`config.mk`:
```
export PLATFORM = sky130hd
export DESIGN_NAME = disk_host
export DESIGN_NICKNAME = d
export VERILOG_FILES = /design/src/pin_sync.v /design/src/disk_host.v
export VERILOG_INCLUDE_DIRS = /design/src
export SDC_FILE = /design/constraint.sdc
export NUM_CORES = 1
export LEC_CHECK = 0
export ABC_AREA = 0
export BUFFER_PORTS_ARGS = -buffer_cell sky130_fd_sc_hd__buf_4
export CORE_UTILIZATION = 30
export DETAILED_ROUTE_END_ITERATION = 10
export PLACE_DENSITY = 0.53
export SLEW_MARGIN = 25
export SYNTH_ARGS = -nofsm -noshare
export SYNTH_HDL_FRONTEND = slang
export SYNTH_HIERARCHICAL = 1
export SYNTH_SLANG_ARGS = --single-unit
```
`constraint.sdc`:
```
create_clock -name pclk -period 3.3 [get_ports pclk]
set_input_delay 0.33 -clock pclk [delete_from_list [all_inputs] [get_ports pclk]]
set_output_delay 0.33 -clock pclk [all_outputs]
set_load 0.1 [all_outputs]
```
`src/disk_host_map.vh`:
```
// register offsets, field positions and timing counts of the flexible disk host controller
`ifndef DISK_HOST_MAP_VH
`define DISK_HOST_MAP_VH

// register byte offsets on the apb bus
`define CTRL_OFF      12'h000
`define CMD_OFF       12'h004
`define STAT_OFF      12'h008
`define IRQ_STAT_OFF  12'h00c
`define IRQ_MASK_OFF  12'h010
`define RCNT_OFF      12'h014

// control register fields
`define CTRL_SEL      0
`define CTRL_MOTOR    1
`define CTRL_HEAD     2
`define CTRL_WEN      3
`define CTRL_CODE_LO  4
`define CTRL_CODE_HI  5
`define CTRL_W        6
`define CTRL_RESET    6'h00

// command register fields, write only
`define CMD_STEP      0
`define CMD_DIR       1
`define CMD_WBIT      2

// status register fields
`define ST_PRESENT    0
`define ST_CHANGED    1
`define ST_DENSITY    2
`define ST_PROTECT    3
`define ST_TRACK0     4
`define ST_INDEX      5
`define ST_BUSY       6
`define ST_GATE       7
`define ST_TRACK_LSB  8

// interrupt event bits
`define EV_INDEX      0
`define EV_READ       1
`define EV_CHANGED    2
`define EV_DONE       3
`define EV_REFUSED    4
`define EV_W          5

// timing
`define CLK_NS        20
`define DIR_SETUP_NS  1000
`define STEP_LOW_NS   1000
`define WPULSE_NS     200
`define DIR_SETUP_CYC ((`DIR_SETUP_NS + `CLK_NS - 1) / `CLK_NS)
`define STEP_LOW_CYC  ((`STEP_LOW_NS + `CLK_NS - 1) / `CLK_NS)
`define WPULSE_CYC    ((`WPULSE_NS + `CLK_NS - 1) / `CLK_NS)

`endif

```
`src/pin_sync.v`:
```
// two flip-flop synchroniser for a group of drive status pins
`timescale 1ns/1ps
module pin_sync #(
    parameter                 WIDTH = 7,
    parameter [WIDTH-1:0]     IDLE  = {WIDTH{1'b1}}
) (
    input  wire               pclk,
    input  wire               presetn,
    input  wire [WIDTH-1:0]   pins,
    output wire [WIDTH-1:0]   pins_s
);
    reg [WIDTH-1:0] meta_q;
    reg [WIDTH-1:0] sync_q;

    // pins idle high, so reset to the idle level to avoid false edges
    always @(posedge pclk or negedge presetn) begin
        if (!presetn) begin
            meta_q <= IDLE;
            sync_q <= IDLE;
        end else begin
            meta_q <= pins;
            sync_q <= meta_q;
        end
    end

    assign pins_s = sync_q;
endmodule

```
`src/disk_host.v`:
```
// flexible disk drive host controller with apb registers
//
// Contract
// - seek sense high moves head away from spindle, low toward it.
// - head choice low picks lower head, high picks upper head.
// - spindle enable low runs the motor.
// - drive enabled only with unit select low and both select codes low.
// - each low write pulse records one bit while write gate is low.
// - host holds write gate low only while it wants data recorded.
//
// The register offsets and register access over APB were decided locally.
`timescale 1ns/1ps
`include "disk_host_map.vh"
module disk_host (
    input  wire        pclk,
    input  wire        presetn,
    input  wire        psel,
    input  wire        penable,
    input  wire        pwrite,
    input  wire [11:0] paddr,
    input  wire [31:0] pwdata,
    output reg  [31:0] prdata,
    output reg         pready,
    output reg         pslverr,
    output reg         irq,
    output reg         unit_select_n,
    output reg         select_code_low,
    output reg         select_code_high,
    output reg         spindle_enable_n,
    output reg         head_choice,
    output reg         seek_sense,
    output reg         head_move_strobe_n,
    output reg         write_enable_gate,
    output reg         serial_write_n,
    input  wire        media_present_n,
    input  wire        media_changed_n,
    input  wire        density_indicator_n,
    input  wire        revolution_marker_n,
    input  wire        serial_read_n,
    input  wire        outermost_track_n,
    input  wire        write_protect_n
);
    localparam [1:0] S_IDLE = 2'd0;
    localparam [1:0] S_DSET = 2'd1;
    localparam [1:0] S_STEP = 2'd2;
    localparam [1:0] S_WBIT = 2'd3;

    // counts are reckoned in 32-bit arithmetic, then cut on purpose to the counter width
    localparam integer DSET_INT = `DIR_SETUP_CYC;
    localparam integer STEP_INT = `STEP_LOW_CYC;
    localparam integer WBIT_INT = `WPULSE_CYC;
    localparam [7:0]   DSET_CYC = DSET_INT[7:0];
    localparam [7:0]   STEP_CYC = STEP_INT[7:0];
    localparam [7:0]   WBIT_CYC = WBIT_INT[7:0];

    // true when the apb address selects the given register
    function hit;
        input [11:0] addr;
        input [11:0] off;
        begin
            hit = (addr == off);
        end
    endfunction

    wire [6:0] pins_s;
    wire       present_s;
    wire       changed_s;
    wire       density_s;
    wire       index_s;
    wire       read_s;
    wire       track0_s;
    wire       protect_s;

    // every drive output is asynchronous to pclk
    pin_sync #(
        .WIDTH (7),
        .IDLE  (7'h7f)
    ) u_sync (
        .pclk    (pclk),
        .presetn (presetn),
        .pins    ({write_protect_n, outermost_track_n, serial_read_n, revolution_marker_n,
                   density_indicator_n, media_changed_n, media_present_n}),
        .pins_s  (pins_s)
    );

    assign present_s = ~pins_s[0];
    assign changed_s = ~pins_s[1];
    assign density_s = ~pins_s[2];
    assign index_s   = ~pins_s[3];
    assign read_s    = ~pins_s[4];
    assign track0_s  = ~pins_s[5];
    assign protect_s = ~pins_s[6];

    reg [`CTRL_W-1:0] ctrl_q;
    reg [`EV_W-1:0]   ist_q;
    reg [`EV_W-1:0]   ist_d;
    reg [`EV_W-1:0]   imask_q;
    reg [15:0]        rcnt_q;
    reg [7:0]         track_q;
    reg [1:0]         state_q;
    reg [7:0]         cnt_q;
    reg               index_d1_q;
    reg               read_d1_q;
    reg               changed_d1_q;
    reg               step_dir_q;

    wire       wr_fire;
    wire       rd_go;
    wire       mapped;
    wire       busy;
    wire       gate_want;
    wire       gate_open;
    wire [4:0] ev;
    wire       wr_ctrl;
    wire       wr_cmd;
    wire       wr_istat;
    wire       wr_imask;
    wire       wr_rcnt;
    wire       drive_on;

    // the access completes on the edge where our registered pready is high
    assign wr_fire   = psel & penable & pready & pwrite;
    assign rd_go     = psel & penable & ~pready;
    assign mapped    = hit(paddr, `CTRL_OFF) | hit(paddr, `CMD_OFF) | hit(paddr, `STAT_OFF) |
                       hit(paddr, `IRQ_STAT_OFF) | hit(paddr, `IRQ_MASK_OFF) | hit(paddr, `RCNT_OFF);
    assign busy      = (state_q != S_IDLE);
    assign gate_want = ctrl_q[`CTRL_SEL] & ctrl_q[`CTRL_WEN];

    // write strobes per register, all on the single completing edge of the access
    assign wr_ctrl   = wr_fire & hit(paddr, `CTRL_OFF);
    assign wr_cmd    = wr_fire & hit(paddr, `CMD_OFF);
    assign wr_istat  = wr_fire & hit(paddr, `IRQ_STAT_OFF);
    assign wr_imask  = wr_fire & hit(paddr, `IRQ_MASK_OFF);
    assign wr_rcnt   = wr_fire & hit(paddr, `RCNT_OFF);
    // a step strobe sent to a drive that is not enabled would be lost, so none is sent; write pulses check only the open gate
    assign drive_on  = ctrl_q[`CTRL_SEL] & ~ctrl_q[`CTRL_CODE_LO] & ~ctrl_q[`CTRL_CODE_HI];
    assign gate_open = gate_want & ~protect_s;

    // falling edges of the pulse pins and the media change line
    assign ev[`EV_INDEX]   = index_s & ~index_d1_q;
    assign ev[`EV_READ]    = read_s & ~read_d1_q;
    assign ev[`EV_CHANGED] = changed_s & ~changed_d1_q;
    // done marks the last cycle of a step strobe or a write pulse
    assign ev[`EV_DONE]    = ((state_q == S_STEP) | (state_q == S_WBIT)) & (cnt_q == 8'h01);
    assign ev[`EV_REFUSED] = gate_want & protect_s;

    // apb slave: one wait state, so prdata and pready come from flip-flops
    always @(posedge pclk or negedge presetn) begin
        if (!presetn) begin
            pready  <= 1'b0;
            pslverr <= 1'b0;
            prdata  <= 32'h00000000;
        end else begin
            pready  <= rd_go;
            pslverr <= rd_go & ~mapped;
            prdata  <= 32'h00000000;
            if (rd_go & ~pwrite) begin
                if (hit(paddr, `CTRL_OFF))
                    prdata <= {26'h0000000, ctrl_q};
                else if (hit(paddr, `STAT_OFF))
                    prdata <= {16'h0000, track_q, gate_open, busy, index_s, track0_s,
                               protect_s, density_s, changed_s, present_s};
                else if (hit(paddr, `IRQ_STAT_OFF))
                    prdata <= {27'h0000000, ist_q};
                else if (hit(paddr, `IRQ_MASK_OFF))
                    prdata <= {27'h0000000, imask_q};
                else if (hit(paddr, `RCNT_OFF))
                    prdata <= {16'h0000, rcnt_q};
            end
        end
    end

    // control and mask registers
    always @(posedge pclk or negedge presetn) begin
        if (!presetn) begin
            ctrl_q  <= `CTRL_RESET;
            imask_q <= 5'h00;
        end else begin
            if (wr_ctrl)
                ctrl_q <= pwdata[`CTRL_W-1:0];
            if (wr_imask)
                imask_q <= pwdata[`EV_W-1:0];
        end
    end

    // sticky status: an event in the clearing cycle survives the clear
    always @* begin
        ist_d = ist_q;
        if (wr_istat)
            ist_d = ist_d & ~pwdata[`EV_W-1:0];
        // or-ing the events in last lets a set win over a clear in the same cycle
        ist_d = ist_d | ev;
    end

    always @(posedge pclk or negedge presetn) begin
        if (!presetn) begin
            ist_q        <= 5'h00;
            irq          <= 1'b0;
            index_d1_q   <= 1'b0;
            read_d1_q    <= 1'b0;
            changed_d1_q <= 1'b0;
            rcnt_q       <= 16'h0000;
        end else begin
            ist_q        <= ist_d;
            irq          <= |(ist_d & imask_q);
            index_d1_q   <= index_s;
            read_d1_q    <= read_s;
            changed_d1_q <= changed_s;
            // read bit counter, cleared by any write to it
            if (wr_rcnt)
                rcnt_q <= 16'h0000;
            else if (ev[`EV_READ])
                rcnt_q <= rcnt_q + 16'h0001;
        end
    end

    // static drive lines follow the control register; the write gate also stays closed on a protected disk
    always @(posedge pclk or negedge presetn) begin
        if (!presetn) begin
            unit_select_n     <= 1'b1;
            select_code_low   <= 1'b1;
            select_code_high  <= 1'b1;
            spindle_enable_n  <= 1'b1;
            head_choice       <= 1'b0;
            write_enable_gate <= 1'b1;
        end else begin
            unit_select_n     <= ~ctrl_q[`CTRL_SEL];
            select_code_low   <= ctrl_q[`CTRL_CODE_LO];
            select_code_high  <= ctrl_q[`CTRL_CODE_HI];
            spindle_enable_n  <= ~ctrl_q[`CTRL_MOTOR];
            head_choice       <= ctrl_q[`CTRL_HEAD];
            write_enable_gate <= ~gate_open;
        end
    end

    // step and write pulse engine; commands while busy are dropped
    always @(posedge pclk or negedge presetn) begin
        if (!presetn) begin
            state_q            <= S_IDLE;
            cnt_q              <= 8'h00;
            seek_sense         <= 1'b0;
            step_dir_q         <= 1'b0;
            head_move_strobe_n <= 1'b1;
            serial_write_n     <= 1'b1;
            track_q            <= 8'h00;
        end else begin
            if (track0_s)
                track_q <= 8'h00;
            case (state_q)
                S_IDLE: begin
                    // a step to an enabled drive wins over a write bit in the same command word
                    if (wr_cmd) begin
                        if (pwdata[`CMD_STEP] & drive_on) begin
                            // direction settles before the strobe falls
                            seek_sense <= pwdata[`CMD_DIR];
                            step_dir_q <= pwdata[`CMD_DIR];
                            cnt_q      <= DSET_CYC;
                            state_q    <= S_DSET;
                        end else if (pwdata[`CMD_WBIT] & gate_open & ~write_enable_gate) begin
                            serial_write_n <= 1'b0;
                            cnt_q          <= WBIT_CYC;
                            state_q        <= S_WBIT;
                        end
                    end
                end
                S_DSET: begin
                    cnt_q <= cnt_q - 8'h01;
                    if (cnt_q == 8'h01) begin
                        head_move_strobe_n <= 1'b0;
                        cnt_q              <= STEP_CYC;
                        state_q            <= S_STEP;
                    end
                end
                S_STEP: begin
                    cnt_q <= cnt_q - 8'h01;
                    if (cnt_q == 8'h01) begin
                        head_move_strobe_n <= 1'b1;
                        state_q            <= S_IDLE;
                        // toward spindle counts up, away counts down to zero
                        if (!step_dir_q)
                            track_q <= track_q + 8'h01;
                        else if (track_q != 8'h00 && !track0_s)
                            track_q <= track_q - 8'h01;
                    end
                end
                S_WBIT: begin
                    cnt_q <= cnt_q - 8'h01;
                    if (cnt_q == 8'h01) begin
                        serial_write_n <= 1'b1;
                        state_q        <= S_IDLE;
                    end
                end
                default: begin
                    state_q <= S_IDLE;
                end
            endcase
        end
    end
endmodule

```
==> results.py, run 1 <==
metrics = {
    "route": {
        "wirelength_um": 11200,
        "vias": 3590,
        "firstDrtPassIters": 4,
        "drcViolationCount": 0,
        "drt_iter0_drc": 224,
        "avgViaCountPerCell": 4.93,
        "wl_per_cell_um": 15.4,
        "drtAntennaViolNets": 0,
    },
    "clock_network": {
        "clock_path_buffers": 2,
        "cts_hold_buf": 0,
        "clk_pin_slew_ns": 0.07,
        "h-tree-depth": 3,
        "postCtsSetupBuffers": 0,
        "cts_root_buf": "clkbuf_16",
        "cts_tree": "yes",
        "clock_latency_ns": 0.35,
        "cts_buffers": 9,
        "clock_sinks": 95,
        "cts_resized": 0,
    },
    "timing": {
        "drv_slew": 0,
        "rsz0062_at_grt": "no",
        "period_share": 0.707,
        "fin_skew_ns": 0.00789,
        "fin_crit_ns": 2.33,
        "finalSetupTns_ns": 0,
        "final_hold_viol_count": 0,
        "slew_headroom": 0.445,
        "worst_slack_ns": 0.965,
        "max_freq_mhz": 428,
        "worst_pin_slew_ns": 0.833,
        "finalSetupViolCount": 0,
    },
    "floorplan": {
        "die_h_um": 128,
        "dieArea_um2": 16400,
        "num_rows": 45,
        "ioPinCount": 100,
        "start_util": 0.310,
        "die_w_um": 128,
        "core_um2": 15400,
    },
    "status": {
        "status": "finished clean",
    },
    "power_and_ir_drop": {
        "ir_worst_vdd_mv": 0.230,
        "power_mw": 3.41,
        "p_leak_nw": 2.49,
        "power.density_nw_per_um2": 605,
    },
    "grt": {
        "grt_max_degree": 66,
        "grt_pass1_wl_um": 18700,
        "grt_pass1_vias": 3701,
        "grt-ovfl-total": 0,
        "antenna_found_initial": 0,
        "grtUsageTotal": 0.147,
    },
    "setup_path": {
        "crit_arrival_ns": 2.58,
        "path_class": "reg -> reg",
        "path_max_fanout": 6,
        "cp.required_ns": 3.54,
        "end_kind": "flop",
        "startpoint_type": "flop",
    },
    "placed_design": {
        "place_hpwl_um": 8010,
        "portBuffers": 57,
        "place.gp.congestion": 0.836,
        "pre_cts_ws_ns": 0.700,
        "post_dp_cell_area_um2": 5330,
    },
    "worst_hold_path": {
        "holdCritPathClass": "in -> async",
    },
    "cells_and_area": {
        "finalNetCount": 578,
        "multi_input_comb_area_um2": 2120,
        "fill_cells": 1529,
        "final_cell_area_um2": 5640,
        "drive_gt1_frac": 0.255,
        "register_area_um2": 2400,
        "post-route-util": 0.367,
        "n_antenna_cell": 0,
        "areaGrowthSynthToFinish_pct": 18.3,
    },
    "logic_synthesis": {
        "synth.ff_latch_count": 95,
        "avgSynthCellArea_um2": 10.4,
        "syn_inst": 460,
        "synth_seq_area_share": 0.504,
        "ys_types": 67,
        "synthArstFlopShare": 1.00,
        "synth_warnings": 6,
        "synth_area_leader_cell": "dfrtp_1",
        "synth_area_leaders": "dfrtp_1 (39%), dfstp_2 (12%), nor2_1 (3.9%)",
        "syn_area_um2": 4770,
        "synth.top_cell.area_share": 0.388,
        "synth_edf_count": 0,
        "yosys_most_used_dff": "dfrtp_1",
    },
    "job": {
        "cap_violations": 0,
    },
}
layer usage:
layer / up-vias / GRT usage / wire [µm]
li1: 1723 / - / -
met1: 1754 / 0.187 / 5080
met2: 95 / 0.244 / 5410
met3: 18 / 0.0288 / 466
met4: 0 / 0.0644 / 249
met5: - / 0 / 0
power breakdown:
group | internal (mW) | switching (mW) | total [mW] | leakage (nW)
logic | 0.312 | 0.589 | 0.901 | 1.14
registers | 1.28 | 0.121 | 1.40 | 1.20
clock network | 0.608 | 0.499 | 1.11 | 0.152
total | 2.20 | 1.21 | 3.41 | 2.49
final cells by class:
class                           count  share of cell area
Clock buffer                        9              0.0399
Clock inverter                      7              0.0157
Inverter                           23              0.0153
Multi-Input combinational cell    323               0.376
Sequential cell                    95               0.426
Tap cell                          211              0.0468
Timing Repair Buffer               60              0.0799
flip-flops by register name (all words and copies together) (netlist names), 2 cells and up:
signal / cells
cnt_q: 8
state_q: 2
ist_q: 5
track_q: 8
prdata: 16
u_sync/pins_s: 7
u_sync/meta_q: 7
ctrl_q: 6
imask_q: 5
rcnt_q: 16
kinds of logic after synthesis:
kind of cell | after synthesis | share of synthesized area
other cells | 1 | 0.000786
simple gates | 159 | 0.183
xor+xnor | 17 | 0.0312
flops | 95 | 0.504
fa+ha+maj | 10 | 0.0262
compound gates | 102 | 0.148
mux | 19 | 0.0438
buf+inv | 57 | 0.0630
synth_stat cells, types with 4 or more instances:
cell type / count
a21oi_1: 20
a222oi_1: 5
a22oi_1: 12
a31oi_1: 5
and3_1: 6
buf_4: 16
clkbuf_1: 12
dfrtp_1: 74
dfstp_2: 21
ha_1: 10
inv_1: 23
mux2_2: 15
mux2i_1: 4
nand2_1: 35
nand2b_1: 5
nand3_1: 9
nand4_1: 4
nor2_1: 49
nor3_1: 12
o21ai_0: 20
o22ai_1: 4
o31ai_1: 4
or3_1: 8
xnor2_1: 7
xor2_1: 10
per-stage QoR:
step	hold slack, ns	instances
floorplan	0.0344	475
global placement	0.346	712
detailed placement	0.348	712
CTS	0.0690	728
global route	0.0685	728
finish	0.0796	728
cells in the final DEF (no fill, tap or decap), types with 12 or more instances in the layout:
| cell type | count |
|---|---|
| dfstp_2 | 21 |
| a21oi_1 | 20 |
| mux2_2 | 15 |
| a22oi_1 | 12 |
| dfrtp_1 | 74 |
| o21ai_0 | 20 |
| conb_1 | 16 |
| nor3_1 | 12 |
| nand2_1 | 35 |
| nor2_1 | 49 |
| inv_1 | 23 |
| buf_4 | 60 |
worst paths after layout:
| check | start | end | slack [ns] | depth (start not counted) |
|---|---|---|---|---|
| worst max-delay path | track_q[0] | track_q[5] | 0.97 | 7 |
| worst min-delay path | presetn | prdata[0] | 0.08 | 1 |
| worst max register to register | track_q[0] | track_q[5] | 0.97 | 7 |
| worst min register to register | u_sync/meta_q[4] | u_sync/pins_s[4] | 0.36 | 0 |
| max in group asynchronous | presetn | head_move_strobe_n | 2.41 | 2 |
| min in group pclk | revolution_marker_n | u_sync/meta_q[3] | 0.08 | 1 |
critical path, stage by stage (launching register included):
cell	delay, ns
dfrtp_1	0.44
inv_1	0.14
ha_1	0.18
or3b_2	0.47
o21ai_0	0.44
or2_2	0.24
o22ai_1	0.08
a32o_1	0.23
No activity file was read; power rests on OpenSTA's default activity.
==> run 2: changes to the inputs <==
clock period = 2.44 ns   (was 3.3 ns; I/O delays follow)
==> run 2 against run 1 <==
Compared with the run above: final cell count is 2.7% higher; sequential cell count stayed put; combinational power is 38% higher; largest power group unchanged; cell area grew 2.6%; wire length shrank 0.76%; utilization increased by 0.96 points; sequential power increased by 36%; critical path type unchanged; clock skew grew 0.0021 ns; first-iteration DRC count is 9.4% lower; critical endpoint is now track_q[0].
==> results.py, run 2 (synthesis results as in run 1) <==
metrics = {
    "clock_network": {
        "clock_latency_ns": 0.35,
        "postCtsSetupBuffers": 0,
        "clock_path_buffers": 2,
        "cts_buffers": 9,
        "h-tree-depth": 3,
        "clk_pin_slew_ns": 0.07,
        "clock_sinks": 95,
        "cts_tree": "yes",
        "cts_root_buf": "clkbuf_16",
    },
    "timing": {
        "holdWs_ns": 0.130,
        "period_share": 0.857,
        "final_hold_viol_count": 0,
        "fin_skew_ns": 0.00998,
        "max_freq_mhz": 478,
        "drv_slew": 0,
        "slew_headroom": 0.597,
        "finalSetupTns_ns": 0,
        "finalSetupViolCount": 0,
        "worst_pin_slew_ns": 0.596,
        "fin_crit_ns": 2.09,
        "rsz0062_at_grt": "no",
        "worst_slack_ns": 0.349,
    },
    "grt": {
        "grtUsageTotal": 0.144,
        "busiest_layer": "met2",
        "grt-ovfl-total": 0,
        "grt_pass1_vias": 3569,
        "antenna_found_initial": 0,
        "grt_max_degree": 48,
        "grt_pass1_wl_um": 18200,
        "grt_use_met3": 0.0225,
        "met1_usage": 0.186,
        "gr-usage-met2": 0.236,
    },
    "route": {
        "wirelength_um": 11100,
        "drtAntennaViolNets": 0,
        "drcViolationCount": 0,
        "vias": 3626,
        "drt_iter0_drc": 203,
        "firstDrtPassIters": 4,
        "wl_per_cell_um": 14.9,
        "avgViaCountPerCell": 4.85,
    },
    "cells_and_area": {
        "n_antenna_cell": 0,
        "final_common_cell": "dfrtp_1",
        "register_area_um2": 2400,
        "finalNetCount": 598,
        "largestRegisters": "prdata (16), rcnt_q (16)",
        "multi_input_comb_area_um2": 2120,
        "final_cell_mix": "dfrtp_1 (74), buf_4 (71), nor2_1 (49)",
        "final_cells": 748,
        "fill_cells": 1542,
        "drive_gt1_frac": 0.268,
        "areaGrowthSynthToFinish_pct": 21.4,
    },
    "floorplan": {
        "ioPinCount": 100,
        "die_w_um": 128,
        "die_h_um": 128,
        "num_rows": 45,
        "start_util": 0.310,
        "core_um2": 15400,
        "dieArea_um2": 16400,
    },
    "worst_hold_path": {
        "holdCritPathClass": "in -> reg",
    },
    "setup_path": {
        "reg2reg_slack_ns": 0.35,
        "timing.rr.end": "track_q[0]",
        "path_class": "reg -> reg",
        "startpoint_type": "flop",
        "cp-startpoint": "track_q[0]",
        "cp.required_ns": 2.68,
        "crit_arrival_ns": 2.33,
        "end_kind": "flop",
        "path_max_fanout": 6,
        "worst-r2r-cell-count": 6,
        "endpoint": "track_q[0]",
        "r2r-start": "track_q[0]",
    },
    "placed_design": {
        "place.gp.congestion": 0.850,
        "dp.cells": 724,
        "portBuffers": 57,
        "pre_cts_ws_ns": 0.148,
        "place_hpwl_um": 8060,
    },
    "power_and_ir_drop": {
        "p_leak_nw": 2.56,
        "ir_worst_vdd_mv": 0.298,
        "power.density_nw_per_um2": 775,
    },
    "job": {
        "cap_violations": 0,
    },
    "status": {
        "status": "finished clean",
    },
}
==> run 2: cell type report <==
class	count	share of cell area
timing repair buffer	80	0.109
sequential	95	0.415
tap	211	0.0456
clock buffer	9	0.0389
clock inverter	7	0.00930
multi-input combinational	323	0.367
inverter	23	0.0149
==> run 2: per-layer routing <==
metal  part of all wire  vias to the layer above
li1                   -                     1767
met1               0.46                     1767
met2               0.49                       80
met3              0.033                       12
met4              0.016                        0
met5                  0                        -
==> run 2: worst max-delay path: stages (launching register included) <==
cell	delay [ns]
dfrtp_1	0.45
inv_1	0.15
ha_1	0.20
or3b_2	0.47
nor3_1	0.32
o21ai_0	0.13
a32o_1	0.25
==> run 2: what timing repair did <==
item,4_1_cts,5_1_grt
endpoints found under the hold margin,22,0
hold buffers,8,0
resized for setup,0,0
==> run 2: power breakdown <==
group	internal [mW]	switching (mW)
registers	1.74	0.164
logic	0.452	0.789
clock network	0.700	0.645
==> run 2: how the worst min path moves through the flow <==
stage,cells past startpoint,startpoint,endpoint
finish,2,pwdata[5],ctrl_q[5]
global route,2,pwdata[5],ctrl_q[5]
CTS,2,pwdata[5],ctrl_q[5]
detailed placement,1,presetn,prdata[2]
global placement,1,presetn,prdata[2]
floorplan,0,presetn,changed_d1_q
==> run 2: per-stage QoR <==
step | power, mW | cell area, µm² | utilization
after floorplan | 2.83 | 4830 | -
after global placement | 3.13 | 5430 | 0.353
after detailed placement | 3.16 | 5430 | 0.353
after CTS | 4.54 | 5790 | 0.377
after global routing | 4.77 | 5790 | 0.377
final | 4.49 | 5790 | 0.377
==> run 3: changes to the inputs <==
SYNTH_HIERARCHICAL = unset   (was 1)
==> run 3 against run 2 <==
Compared with the run above: sequential power decreased by 9%; clock skew about the same; synthesized cell count increased by 4.6%; sequential cell count unchanged.
==> results.py, run 3 <==
metrics = {
    "setup_path": {
        "cp_common_cell": "nand4_1",
        "timing.rr.end": "track_q[7]",
        "startpoint_type": "flop",
        "cp_cell_sequence": "inv_1 > ha_1 > or4b_1 > nand4_1 > o32ai_1 > nand4_1 > or3b_2",
        "cp-startpoint": "track_q[1]",
        "path_class": "reg -> reg",
        "crit_arrival_ns": 2.40,
        "r2r-start": "track_q[1]",
        "end_kind": "flop",
        "critPathMaxStageDelay_ns": 0.53,
        "reg2reg_slack_ns": 0.27,
        "endpoint": "track_q[7]",
        "cp.required_ns": 2.67,
        "path_max_fanout": 4,
        "worst-r2r-cell-count": 7,
        "cp_slowest_cell": "or4b_1",
    },
    "grt": {
        "grt_max_degree": 50,
        "grt-ovfl-total": 0,
        "grt_pass1_wl_um": 19400,
        "grt_pass1_vias": 3823,
        "antenna_found_initial": 0,
        "grtUsageTotal": 0.153,
    },
    "cells_and_area": {
        "finalNetCount": 624,
        "multi_input_comb_area_um2": 2200,
        "final_cell_mix": "buf_4 (76), dfrtp_1 (73), nor2_1 (54)",
        "post-route-util": 0.384,
        "final_common_cell": "buf_4",
        "largestRegisters": "prdata (16), rcnt_q (16)",
        "register_area_um2": 2400,
        "final_cell_area_um2": 5920,
        "n_antenna_cell": 0,
        "drive_gt1_frac": 0.254,
        "fill_cells": 1559,
        "areaGrowthSynthToFinish_pct": 23.0,
    },
    "logic_synthesis": {
        "synth_area_leaders": "dfrtp_1 (38%), dfstp_2 (11%), nor2_1 (4.2%)",
        "synth.top_cell.area_share": 0.385,
        "ys_types": 65,
        "synth_common_cells": "dfrtp_1 (74), nor2_1 (54), nand2_1 (38)",
        "avgSynthCellArea_um2": 10.0,
        "yosys_most_used_dff": "dfrtp_1",
        "synth.ff_latch_count": 95,
        "synth_seq_area_share": 0.499,
        "synthArstFlopShare": 1.00,
        "synth_area_leader_cell": "dfrtp_1",
        "synth_edf_count": 0,
        "syn_area_um2": 4810,
        "yosysMostFrequentCell": "dfrtp_1",
        "syn_inst": 481,
        "synth_warnings": 0,
    },
    "timing": {
        "worst_pin_slew_ns": 0.583,
        "finalSetupTns_ns": 0,
        "drv_slew": 0,
        "fin_skew_ns": 0.00948,
        "rsz0062_at_grt": "no",
        "finalSetupViolCount": 0,
        "slew_headroom": 0.601,
        "max_freq_mhz": 461,
        "fin_crit_ns": 2.17,
        "period_share": 0.888,
        "final_hold_viol_count": 0,
    },
    "job": {
        "cap_violations": 0,
    },
    "floorplan": {
        "ioPinCount": 100,
        "die_w_um": 129,
        "start_util": 0.312,
        "die_h_um": 129,
        "core_um2": 15400,
        "dieArea_um2": 16600,
        "num_rows": 45,
    },
    "clock_network": {
        "cts_buffers": 9,
        "cts_tree": "yes",
        "clock_latency_ns": 0.36,
        "clock_path_buffers": 2,
        "clk_pin_slew_ns": 0.07,
        "cts_root_buf": "clkbuf_16",
        "clock_sinks": 95,
        "h-tree-depth": 3,
        "cts_resized": 0,
    },
    "route": {
        "wl_per_cell_um": 14.8,
        "vias": 3803,
        "drt_iter0_drc": 188,
        "drtAntennaViolNets": 0,
        "wirelength_um": 11500,
        "firstDrtPassIters": 4,
        "avgViaCountPerCell": 4.91,
        "drcViolationCount": 0,
    },
    "status": {
        "status": "finished clean",
    },
    "power_and_ir_drop": {
        "power.density_nw_per_um2": 594,
        "power_mw": 3.52,
        "p_leak_nw": 2.58,
        "ir_worst_vdd_mv": 0.384,
    },
    "worst_hold_path": {
        "hold_start": "pwdata[5]",
        "holdCritPathClass": "in -> reg",
    },
    "placed_design": {
        "place.gp.congestion": 0.787,
        "portBuffers": 57,
        "place_hpwl_um": 8290,
        "post_dp_cell_area_um2": 5530,
    },
}
## run 3: final cells by class
type	instances	area share
sequential	95	0.406
timing repair buffer	85	0.113
multi-input combinational	348	0.372
clock buffer	9	0.0381
tap	211	0.0446
clock inverter	7	0.0135
inverter	19	0.0121
## run 3: worst min path at each step
stage | endpoint | slack, ns | cells after the start
after floorplan | changed_d1_q | -0.05 | 0
after global placement | pslverr | 0.29 | 1
after detailed placement | pready | 0.30 | 1
after CTS | ctrl_q[5] | 0.11 | 2
after global routing | ctrl_q[5] | 0.11 | 2
final | ctrl_q[5] | 0.12 | 2
## run 3: through the flow
step	cells	setup WS, ns	hold slack, ns
floorplan	496	0.235	-0.0516
global placement	750	0.0718	0.287
detailed placement	750	0.0980	0.299
CTS	774	0.260	0.107
global route	774	0.145	0.107
finish	774	0.273	0.121
## run 3: worst max-delay path: cells and delay by family (launching register included)
| kind | cells | cell delay, ns |
|---|---|---|
| simple gates | 4 | 1.28 |
| buf+inv | 1 | 0.09 |
| fa+ha+maj | 1 | 0.17 |
| flops | 1 | 0.37 |
| compound gates | 1 | 0.12 |
## run 3: where the power goes
part	leakage [nW]	switching [mW]	internal, mW	total (mW)
registers	1.20	0.0783	1.64	1.72
clock network	0.148	0.655	0.807	1.46
logic	1.23	0.235	0.101	0.336
## run 3: kinds of logic after synthesis
kind of cell	share of synthesized area
AOI/OAI and AO/OA	0.146
xor gates and xnor gates	0.0291
adders and majority gates	0.0260
buffers and inverters	0.0548
DFF	0.499
muxes	0.0406
other	0.000779
and+or+nand+nor	0.204
## run 3: layer usage
metal  global-route usage  vias up  part of all wire
li1                     -     1849                 -
met1                0.200     1864              0.46
met2                0.244       79              0.48
met3               0.0370       11             0.042
met4               0.0630        0             0.015
met5                    0        -                 0
## run 3: repair_timing
item | in CTS | in global routing
setup buffers | 0 | 0
hold buffers | 8 | 0
endpoints found under the hold margin | 37 | 0
